## src/psrl_pkg.sv

```systemverilog
// Package of constants for the synthesizer serial load port.
`default_nettype none
package psrl_pkg;
    localparam int CFG_W = 8;             // Configuration register width
    localparam int REF_W = 16;            // Reference divider register width
    localparam int REF_LOW_W = 13;        // Double-buffered low part of reference divider
    localparam int LOOP_W = 24;           // Loop counter register width
    localparam int SHIFT_W = 24;          // Full stages of the shift register
    localparam int CNT_W = 6;             // Bit counter width, counts up to 63
    localparam logic [5:0] CNT_CFG = 6'h08;   // Bit count that selects configuration
    localparam logic [5:0] CNT_REF = 6'h10;   // Bit count that selects reference divider
    localparam logic [5:0] CNT_LOOP = 6'h18;  // Bit count that selects loop counter
    localparam logic [5:0] CNT_MAX = 6'h3F;   // Counter saturates here
    localparam int OUTSEL_HI = 23;        // Output select high bit in loop counter
    localparam int OUTSEL_LO = 22;        // Output select low bit in loop counter
    localparam logic [1:0] OUTSEL_DOUT = 2'h1;  // Cascade data out selection
    localparam logic [23:0] LOOP_RST = 24'h400000;  // Power-up: cascade data out
    localparam logic [7:0] CFG_RST = 8'h00;   // Configuration register at reset
    localparam logic [15:0] REF_RST = 16'h0000;  // Reference divider at reset
    localparam int FIFO_DEPTH = 8;        // Words buffered between shifter and loader
    localparam int FIFO_W = 26;           // Target code (2) plus 24 data bits
    localparam logic [1:0] TGT_CFG = 2'h0;    // Load configuration register
    localparam logic [1:0] TGT_REF = 2'h1;    // Load reference divider first buffer
    localparam logic [1:0] TGT_LOOP = 2'h2;   // Load loop counter and transfer buffer
    localparam logic [1:0] TGT_XFER = 2'h3;   // Enable pulse only: transfer buffer
endpackage
`default_nettype wire
```

## src/psrl_loader.sv

```systemverilog
// Serial load port with a word FIFO between shifter and register bank.
`default_nettype none

// Small flip-flop FIFO, valid and ready on both sides.
module psrl_fifo #(
    parameter int WIDTH = 8,
    parameter int DEPTH = 8
) (
    input wire logic clk,
    input wire logic srst,
    input wire logic in_valid,
    output logic in_ready,
    input wire logic [WIDTH-1:0] in_data,
    output logic out_valid,
    input wire logic out_ready,
    output logic [WIDTH-1:0] out_data
);
    localparam int AW = $clog2(DEPTH);
    logic [WIDTH-1:0] mem_r [DEPTH];   // Storage, one entry per word
    logic [WIDTH-1:0] mem_nxt [DEPTH];
    logic [AW-1:0] wp_r, wp_nxt, rp_r, rp_nxt;
    logic [AW:0] cnt_r, cnt_nxt;       // Occupancy, gives honest full and empty
    logic push, pop;

    assign in_ready = (cnt_r != (AW+1)'(DEPTH));
    assign out_valid = (cnt_r != '0);
    assign out_data = mem_r[rp_r];
    assign push = in_valid && in_ready;
    assign pop = out_valid && out_ready;

    // Next pointers, count and storage
    always_comb begin
        wp_nxt = wp_r;
        rp_nxt = rp_r;
        cnt_nxt = cnt_r;
        for (int i = 0; i < DEPTH; i++) begin
            mem_nxt[i] = mem_r[i];
        end
        if (push) begin
            mem_nxt[wp_r] = in_data;
            wp_nxt = (wp_r == AW'(DEPTH-1)) ? '0 : wp_r + 1'b1;
        end
        if (pop) begin
            rp_nxt = (rp_r == AW'(DEPTH-1)) ? '0 : rp_r + 1'b1;
        end
        if (push && !pop) begin
            cnt_nxt = cnt_r + 1'b1;
        end else if (pop && !push) begin
            cnt_nxt = cnt_r - 1'b1;
        end
    end

    // Register state
    always_ff @(posedge clk) begin
        if (srst) begin
            wp_r <= '0;
            rp_r <= '0;
            cnt_r <= '0;
        end else begin
            wp_r <= wp_nxt;
            rp_r <= rp_nxt;
            cnt_r <= cnt_nxt;
        end
        for (int i = 0; i < DEPTH; i++) begin
            mem_r[i] <= mem_nxt[i];
        end
    end

    fifo_bound_a: assert property (@(posedge clk) disable iff (srst)
        cnt_r <= (AW+1)'(DEPTH)) else $error("FIFO count beyond depth");
endmodule

module psrl_loader #(
    parameter int DEPTH = psrl_pkg::FIFO_DEPTH
) (
    input wire logic CORE_CLK,
    input wire logic SRST,
    input wire logic SER_DATA,
    input wire logic SER_CLK,
    input wire logic SER_EN_N,
    output logic CASCADE_OUT,
    output logic CASCADE_OE,
    output logic [psrl_pkg::CFG_W-1:0] CFG_REG,
    output logic [psrl_pkg::REF_W-1:0] REF_FIRST,
    output logic [psrl_pkg::REF_LOW_W-1:0] REF_ACTIVE,
    output logic [psrl_pkg::LOOP_W-1:0] LOOP_REG,
    output logic LOAD_STALL
);
    import psrl_pkg::*;

    // Pin synchronisers, two stages each; stage one is read only by stage two
    logic [2:0] s1_r, s2_r, s3_r;
    logic dat_s, clk_s, en_s, clk_d, en_d;
    always_ff @(posedge CORE_CLK) begin
        if (SRST) begin
            // Preset to idle pin levels (enable high, clock low) so no false edge follows reset
            s1_r <= 3'h4;
            s2_r <= 3'h4;
            s3_r <= 3'h4;
        end else begin
            s1_r <= {SER_EN_N, SER_CLK, SER_DATA};
            s2_r <= s1_r;
            s3_r <= s2_r;
        end
    end
    assign dat_s = s2_r[0];
    assign clk_s = s2_r[1];
    assign en_s = s2_r[2];
    assign clk_d = s3_r[1];
    assign en_d = s3_r[2];

    // Edge events derived from synchronised pins, no frequency floor
    logic clk_rise, clk_fall, en_rise;
    assign clk_rise = clk_s && !clk_d && !en_s;
    assign clk_fall = !clk_s && clk_d && !en_s;
    assign en_rise = en_s && !en_d;

    // Shifter state
    logic [SHIFT_W-1:0] sh_r, sh_nxt;   // Shift stages
    logic half_r, half_nxt;             // Half stage driving cascade out
    logic [CNT_W-1:0] cnt_r, cnt_nxt;   // Bits taken this frame
    logic push_v;                       // Word offered to FIFO
    logic [FIFO_W-1:0] push_d;
    logic push_rdy;
    logic held_r, held_nxt;             // Commit waiting for FIFO room

    // Shifter next state
    always_comb begin
        sh_nxt = sh_r;
        half_nxt = half_r;
        cnt_nxt = cnt_r;
        held_nxt = held_r;
        push_v = 1'b0;
        push_d = {TGT_XFER, sh_r};
        // Target chosen purely by length, so all bits are data
        if (cnt_r == CNT_CFG) begin
            push_d = {TGT_CFG, sh_r};
        end else if (cnt_r == CNT_REF) begin
            push_d = {TGT_REF, sh_r};
        end else if (cnt_r == CNT_LOOP) begin
            push_d = {TGT_LOOP, sh_r};
        end
        if (en_rise || held_r) begin
            // Commit on enable rise; other lengths push nothing
            push_v = (cnt_r == CNT_CFG) || (cnt_r == CNT_REF) ||
                     (cnt_r == CNT_LOOP) || (cnt_r == '0);
            if (push_v && !push_rdy) begin
                held_nxt = 1'b1;  // Keep count until room appears
            end else begin
                held_nxt = 1'b0;
                cnt_nxt = '0;
            end
        end else if (en_s) begin
            cnt_nxt = '0;  // Idle port stays initialised
        end else if (clk_rise) begin
            sh_nxt = {sh_r[SHIFT_W-2:0], dat_s};  // MSB arrives first
            if (cnt_r != CNT_MAX) begin
                cnt_nxt = cnt_r + 1'b1;
            end
        end else if (clk_fall) begin
            half_nxt = sh_r[SHIFT_W-1];  // Cascade bit moves on falling edge
        end
    end

    always_ff @(posedge CORE_CLK) begin
        if (SRST) begin
            sh_r <= '0;
            half_r <= 1'b0;
            cnt_r <= '0;
            held_r <= 1'b0;
        end else begin
            sh_r <= sh_nxt;
            half_r <= half_nxt;
            cnt_r <= cnt_nxt;
            held_r <= held_nxt;
        end
    end

    // FIFO decouples the shifter from register loading
    logic pop_v, pop_rdy;
    logic [FIFO_W-1:0] pop_d;
    assign pop_rdy = 1'b1;
    psrl_fifo #(.WIDTH(FIFO_W), .DEPTH(DEPTH)) u_fifo (
        .clk(CORE_CLK),
        .srst(SRST),
        .in_valid(push_v),
        .in_ready(push_rdy),
        .in_data(push_d),
        .out_valid(pop_v),
        .out_ready(pop_rdy),
        .out_data(pop_d)
    );
    assign LOAD_STALL = held_r;

    // Register bank, written only from FIFO words
    logic [CFG_W-1:0] cfg_r, cfg_nxt;
    logic [REF_W-1:0] ref1_r, ref1_nxt;
    logic [REF_LOW_W-1:0] ref2_r, ref2_nxt;
    logic [LOOP_W-1:0] loop_r, loop_nxt;
    logic [1:0] tgt;
    assign tgt = pop_d[FIFO_W-1 -: 2];

    always_comb begin
        cfg_nxt = cfg_r;
        ref1_nxt = ref1_r;
        ref2_nxt = ref2_r;
        loop_nxt = loop_r;
        if (pop_v) begin
            unique case (tgt)
                TGT_CFG: begin
                    cfg_nxt = pop_d[CFG_W-1:0];
                end
                TGT_REF: begin
                    // Upper bits act at once, low bits wait in first buffer
                    ref1_nxt = pop_d[REF_W-1:0];
                end
                TGT_LOOP: begin
                    loop_nxt = pop_d[LOOP_W-1:0];
                    ref2_nxt = ref1_r[REF_LOW_W-1:0];
                end
                TGT_XFER: begin
                    ref2_nxt = ref1_r[REF_LOW_W-1:0];
                end
            endcase
        end
    end

    always_ff @(posedge CORE_CLK) begin
        if (SRST) begin
            cfg_r <= CFG_RST;
            ref1_r <= REF_RST;
            ref2_r <= REF_RST[REF_LOW_W-1:0];
            loop_r <= LOOP_RST;  // Cascade data output after power-up
        end else begin
            cfg_r <= cfg_nxt;
            ref1_r <= ref1_nxt;
            ref2_r <= ref2_nxt;
            loop_r <= loop_nxt;
        end
    end

    assign CFG_REG = cfg_r;
    assign REF_FIRST = ref1_r;
    assign REF_ACTIVE = ref2_r;
    assign LOOP_REG = loop_r;
    // Driven only while selected as cascade data out
    assign CASCADE_OE = (loop_r[OUTSEL_HI:OUTSEL_LO] == OUTSEL_DOUT);
    assign CASCADE_OUT = half_r;

    shift_hold_a: assert property (@(posedge CORE_CLK) disable iff (SRST)
        !pop_v |=> $stable(cfg_r) && $stable(loop_r)) else $error("reg changed");
    idle_clear_a: assert property (@(posedge CORE_CLK) disable iff (SRST)
        en_s && !en_rise && !held_r |=> cnt_r == '0) else $error("count not cleared");
    odd_len_a: assert property (@(posedge CORE_CLK) disable iff (SRST)
        en_rise && cnt_r != CNT_CFG && cnt_r != CNT_REF && cnt_r != CNT_LOOP && cnt_r != '0
        |-> !push_v) else $error("odd length pushed");
    loop_xfer_a: assert property (@(posedge CORE_CLK) disable iff (SRST)
        pop_v && tgt == TGT_LOOP |=> ref2_r == $past(ref1_r[REF_LOW_W-1:0]))
        else $error("buffer not transferred");
    pulse_xfer_a: assert property (@(posedge CORE_CLK) disable iff (SRST)
        en_rise && cnt_r == '0 && push_rdy |=> ##[0:8] ref2_r == ref1_r[REF_LOW_W-1:0])
        else $error("enable pulse lost");
    ref_low_a: assert property (@(posedge CORE_CLK) disable iff (SRST)
        pop_v && tgt == TGT_REF |=> $stable(ref2_r)) else $error("second buffer moved");
    msb_first_a: assert property (@(posedge CORE_CLK) disable iff (SRST)
        clk_rise && !en_rise && !held_r && !en_s |=> sh_r[0] == $past(dat_s)
        && sh_r[1] == $past(sh_r[0])) else $error("shift order wrong");
    cascade_a: assert property (@(posedge CORE_CLK) disable iff (SRST)
        !clk_fall |=> $stable(half_r)) else $error("cascade moved off fall");
endmodule
`default_nettype wire

```

## config.mk

```make
export PLATFORM = sky130hd
export DESIGN_NAME = psrl_loader
export DESIGN_NICKNAME = d
export VERILOG_FILES = /design/src/psrl_pkg.sv /design/src/psrl_loader.sv
export SDC_FILE = /design/constraint.sdc
export NUM_CORES = 1
export LEC_CHECK = 0
export BUFFER_PORTS_ARGS = -buffer_cell sky130_fd_sc_hd__buf_2
export CORE_UTILIZATION = 60
export DETAILED_ROUTE_END_ITERATION = 8
export PLACE_DENSITY = 0.8
export SLEW_MARGIN = 40
export SYNTH_ARGS = -nofsm -noshare
export SYNTH_HDL_FRONTEND = slang
export SYNTH_SLANG_ARGS = --single-unit
```

## constraint.sdc

```tcl
create_clock -name CORE_CLK -period 4.6 [get_ports CORE_CLK]
set_input_delay 0.46 -clock CORE_CLK [delete_from_list [all_inputs] [get_ports CORE_CLK]]
set_output_delay 0.46 -clock CORE_CLK [all_outputs]
set_load 0.005 [all_outputs]
```

Word level (Yosys, flattened, before mapping) --
Memories as Yosys holds them, arrays and structs flattened. A register that Yosys moved wholly into a read port is not among the register bits. Cells that the tools add are included.
Word-level totals: memory bits (writable) 208, output and inout port bits 64, register bits 112, memories kept 1, bits in latches 0, bits in read-only memories 0
Memory list:
- u_fifo.mem_r | depth 8, width 26, read ports 9, clocked after Yosys merged registers in 1, wr ports 8, RTL line psrl_loader.sv:19 | logic [WIDTH-1:0] mem_r [DEPTH];
Operators by class: magnitude comparators 2, bitwise logic cells 4, $mul 0, shift operators 0, add/subtract/negate cells 5, muxes and demuxes 20, divide/modulo/power cells 0, eq/ne operators 12, reduce and logical (&&, ||, !) cells 35
Operators with widths (number):
- $bwmux 208 | 1
- $mux 208 | 1
- $demux 26 s3 | 1
- $mux 26 | 3
- $mux 6 | 5
- $mux 25 | 1
- $eq 6x5->1 const B | 2
- $mux 3 | 4
- $logic_and 1x1->1 | 10
- $mux 4 | 2
- $reduce_and 2->1 | 4
- $logic_not 1->1 | 7
- $add 3x1->3 const B | 2
- $add 6x1->6 const B | 1
- $eq 3x3->1 const B | 2
- $eq 6x4->1 const B | 1
- $logic_not 6->1 | 1
- $ne 6x6->1 const B | 1
- $reduce_and 3->1 | 2
- $reduce_bool 3->1 | 2
- $add 4x1->4 const B | 1
- $eq 2x1->1 const B | 2
- $eq 2x2->1 const B | 2
- $ge 4x4->1 const B | 1
- 13 further kinds | 19

Longest topological paths before layout --
word-level depth 10, gate-level depth with buffers 15, depth with buffers taken out 14

Hierarchy --
Synthesis repeated with hierarchy kept, for this count alone.
Unflattened totals: cells, all modules 816, area total of the unflattened synthesis 12284.3 um2
Modules (own cells, without submodules):
- psrl_fifo | sequential area each 6506.2 um2, area each 8642.0 um2, times used 1, cells each 376
- psrl_loader | sequential area each 2021.9 um2, area each 3642.2 um2, times used 1, cells each 440

Least setup slack after synthesis --
No wires, ideal clock.
kind register -> register, start register cnt_r[0] (netlist name), end memory u_fifo.mem_r[0][0] in the netlist's numbering, enable pin, arrival 3791 ps, stages on the path, launching flop included 8, required time 4125 ps, library setup time 475 ps, path slack 335 ps, cell sequence dfxtp_1 inv_1 ha_1 nor3b_1 o21ai_0 a21o_1 clkbuf_1 nor4_1
RTL lines (RTL line):
- end, declared | psrl_loader.sv:19

Worst setup path after layout --
start register cnt_r[0], end register u_fifo.cnt_r[3]
Between the ends: cells in the longest elaborated chain, start to end 9, elaborated cells on any way between the ends 14, classes of those cells eq/ne: 3; mux: 2; reduce/logical: 9
RTL lines:
- start, declared | RTL line psrl_loader.sv:121 | logic [CNT_W-1:0] cnt_r, cnt_nxt;
- start signal, assigned | RTL line psrl_loader.sv:174 | cnt_r <= cnt_nxt;
- $eq 6x4->1 or $eq 6x5->1 (tied branches) | RTL line psrl_loader.sv:145 | push_v = (cnt_r == CNT_CFG) || (cnt_r == CNT_REF) ||
- $logic_or 1x1->1 (2 in a row) | RTL line psrl_loader.sv:145
- $logic_or 1x1->1 (*) | RTL line psrl_loader.sv:146 | (cnt_r == CNT_LOOP) || (cnt_r == '0);
- $mux 1 (*) | RTL line psrl_loader.sv:143 | if (en_rise || held_r) begin
- $logic_and 1x1->1 (*) | RTL line psrl_loader.sv:28 | assign push = in_valid && in_ready;
- net u_fifo.push | RTL line psrl_loader.sv:23 | logic push, pop;
- $logic_not 1->1 | RTL line psrl_loader.sv:48 | end else if (pop && !push) begin
- $logic_and 1x1->1 | RTL line psrl_loader.sv:48
- $reduce_bool 2->1 (no line)
- end signal, assigned | RTL line psrl_loader.sv:62 | cnt_r <= cnt_nxt;
- end, declared | RTL line psrl_loader.sv:22 | logic [AW:0] cnt_r, cnt_nxt;
Mark *: on every way through the listed nets, which the timed path passes. The rest lies on a longest branch. A chain may end at the register's enable or synchronous reset.

==> impl_results.md <==
* Syn avg cell area at 14.9 um^2
* Global-route wire length before repair at 35800 um
* Antenna Nets Post-Route at 0
* Top cells by area, synth: edfxtp_1, dfxtp_1, mux4_2, mux2i_1, nand2_1
* Die height at 145 um
* Worst Tran Pin Value at 0.775 ns
* Seq. cell area at 0.00854 mm^2
* Area share of the largest cell type after synthesis at 0.511
* Crit. End Element: register
* # hold bufs at CTS at 0
* # fillers at 1222
* Register area share after synthesis at 0.698
* Final hold violations at 0
* Leakage at 0.00487 uW
* # port buffers at 68
* Outcome: complete, no violations
* Util after Layout at 0.704
* Syn. warnings at 0
* Final number of max-transition violations at 0
* Clock transition at the registers of the reported paths at 0.06 ns
* GR Overflow Total at 0
* Final HPWL DP at 12700 um
* Part of the cycle the worst path needs at 0.664
* Fin Setup TNS at 0 ns
* HP Class: in -> reg
* Arr. time, crit path at 3.52 ns
* Synth Instances at 818
* Largest net degree at the start of global routing at 84
* Initial antenna violation count at 0
* Vias in the first global route at 6639
* Clk_lat worst skew at 0.54 ns
* Via density at 5.74
* Placed cell count at 1118
* Setup CP Type: reg -> reg
* Die width at 145 um
* Share of cells above drive strength 1 at 0.235
* PostCTS Resize Cnt at 0
* Wire per inst at 19.6 um
* Upper clock frequency limit at 328 MHz
* Seq cells post-synth at 322
* Pwr/cell area at 553 mW/mm^2
* Antenna Cells at 0
* Slew margin rel. at 0.484
* Async SR Flop Fraction at 0
* Area Growth Syn to Fin at 13.6%
* Total GRT Usage at 0.229
* Netlist cell types at 41
* Post-synth top flop: edfxtp_1
* Final nets at 900
* Area leader, netlist: edfxtp_1
* Max clock buf depth at 3
* EDFF count, synth at 208
* CTS tree: done
* RePlAce Congestion at 0.772
* Hold_ws at 0.108 ns
* Multi-input logic area at 0.00351 mm^2
* Die Area at 0.0210 mm^2
* Mapped Nets at 832
* Initial Util at 0.620
* Worst VDD drop at 277 uV
* Synth Cell Area at 0.0122 mm^2
* Post-CTS Setup Inserts at 0
* Core Footprint at 0.0197 mm^2
* Drc violations at 0
* Initial drt markers at 563
* Top-level I/O count at 69
* Via count at 6743
* RSZ-0062 raised after global routing: no
* Clock sinks at 322
* Cts bufs inserted at 31
* CTS root buf: clkbuf_16
* Worst EP required at 5.07 ns
* Critical Path Fanout Max at 9
* Final WL at 23000 um
* Fin Clk Skew at 0.00828 ns
* Rows at 51
* DR pass1 iterations at 5
* Tmin final at 3.05 ns
* CTS H-tree lvls at 1
* Final std cells w/o fill at 1175
* Setup crit start kind: register
* # Max-Cap Violations at 0
* # setup viols final at 0
[critical path, cell delays in order, from the launching register on]
cell and delay, ns:
dfxtp_1 0.35, inv_1 0.08, ha_1 0.13, nor3b_1 0.36
o21ai_0 0.15, a21o_1 0.30, inv_1 0.16, ha_1 0.19
inv_1 0.07, ha_1 0.30, a21o_1 0.18, a21oi_1 0.17
xnor2_1 0.09, or3_1 0.31, a21oi_1 0.13
[layout by cell type (no fill, tap or decap), types with 3 or more instances in the layout]
cell | netlist | layout
nor2_2 | 0 | 3
o21ai_0 | 32 | 32
ha_1 | 9 | 9
clkinv_1 | 1 | 7
mux4_2 | 50 | 50
nor3_2 | 0 | 4
clkbuf_16 | 0 | 31
xor2_1 | 3 | 3
or2_2 | 4 | 4
xnor2_1 | 3 | 3
mux2_2 | 10 | 10
buf_4 | 3 | 13
inv_1 | 7 | 7
edfxtp_1 | 208 | 208
nor2_1 | 56 | 53
clkinv_2 | 0 | 5
mux2i_1 | 43 | 43
clkbuf_1 | 24 | 4
nand4_1 | 4 | 4
buf_2 | 12 | 67
nand2b_1 | 36 | 36
bufinv_16 | 0 | 5
a21o_1 | 3 | 3
nor2b_1 | 19 | 19
a211oi_2 | 7 | 8
clkinvlp_4 | 0 | 4
dfxtp_1 | 114 | 111
nand2_1 | 96 | 95
nor3_1 | 7 | 3
a21oi_1 | 38 | 38
[sequential cells by signal (all words and copies together), names as in the netlist, named ones only]
name,count
REF_ACTIVE,13
REF_FIRST,16
u_fifo.cnt_r,4
u_fifo.mem_r,208
s2_r,3
cnt_r,6
s1_r,3
s3_r,2
sh_r,24
CASCADE_OUT,1
LOAD_STALL,1
u_fifo.wp_r,3
u_fifo.rp_r,3
CFG_REG,8
LOOP_REG,24
[stage by stage]
| stage | cell area (um^2) | total power (uW) | setup slack [ns] |
|---|---|---|---|
| 3_5_place_dp | 12800 | 5190 | 1.57 |
| 2_1_floorplan | 12200 | 4760 | 0.335 |
| 5_1_grt | 13900 | 8040 | 1.25 |
| 6_report | 13900 | 7690 | 1.55 |
| 3_3_place_gp | 12800 | 5140 | 1.66 |
| 4_1_cts | 13900 | 7740 | 1.56 |
[cells in the mapped netlist, types with 9 or more instances]
| library cell | instances |
|---|---|
| a21oi_1 | 38 |
| buf_2 | 12 |
| clkbuf_1 | 24 |
| dfxtp_1 | 114 |
| edfxtp_1 | 208 |
| ha_1 | 9 |
| mux2_2 | 10 |
| mux2i_1 | 43 |
| mux4_2 | 50 |
| nand2_1 | 96 |
| nand2b_1 | 36 |
| nor2_1 | 56 |
| nor2b_1 | 19 |
| o21ai_0 | 32 |
[area by class of cell]
type,instances,share of cell area
Clock buffer,36,0.0579
Clock inverter,21,0.0176
Inverter,8,0.00216
Multi-Input combinational cell,443,0.253
Sequential cell,322,0.615
Tap cell,265,0.0239
Timing Repair Buffer,80,0.0312
[cells by family (layout without fill, tap and decap cells)]
family                   after synthesis  after routing  share of synthesized area
flip-flops                           322            322                      0.698
AND/OR/NAND/NOR                      234            234                     0.0883
multiplexers                         103            103                      0.137
AO/OA/AOI/OAI                         91             91                     0.0444
buffers and inverters                 53            145                     0.0196
adder cells (fa/ha/maj)                9              9                    0.00921
XOR/XNOR                               6              6                    0.00430
[routing by layer]
metal / track usage / wire length [um] / share of wire
met3: 0.0306 / 1300 / 0.057
met2: 0.380 / 11200 / 0.49
met4: 0.0659 / 386 / 0.017
met1: 0.320 / 10100 / 0.44
met5: 0 / 0 / 0
[final timing paths]
check,from,to,slack [ns],cells after the start
worst max register to register,cnt_r[0],u_fifo.cnt_r[3],1.55,14
worst min register to register,s1_r[2],s2_r[2],0.41,1
worst min-delay path,SER_EN_N,s1_r[2],0.11,2
worst max-delay path,cnt_r[0],u_fifo.cnt_r[3],1.55,14
[report_power, final]
| part | internal (uW) | switching, uW |
|---|---|---|
| Combinational | 815 | 795 |
| Sequential | 3250 | 260 |
| Clock | 1530 | 1030 |
(Power assumes the default switching activity.)
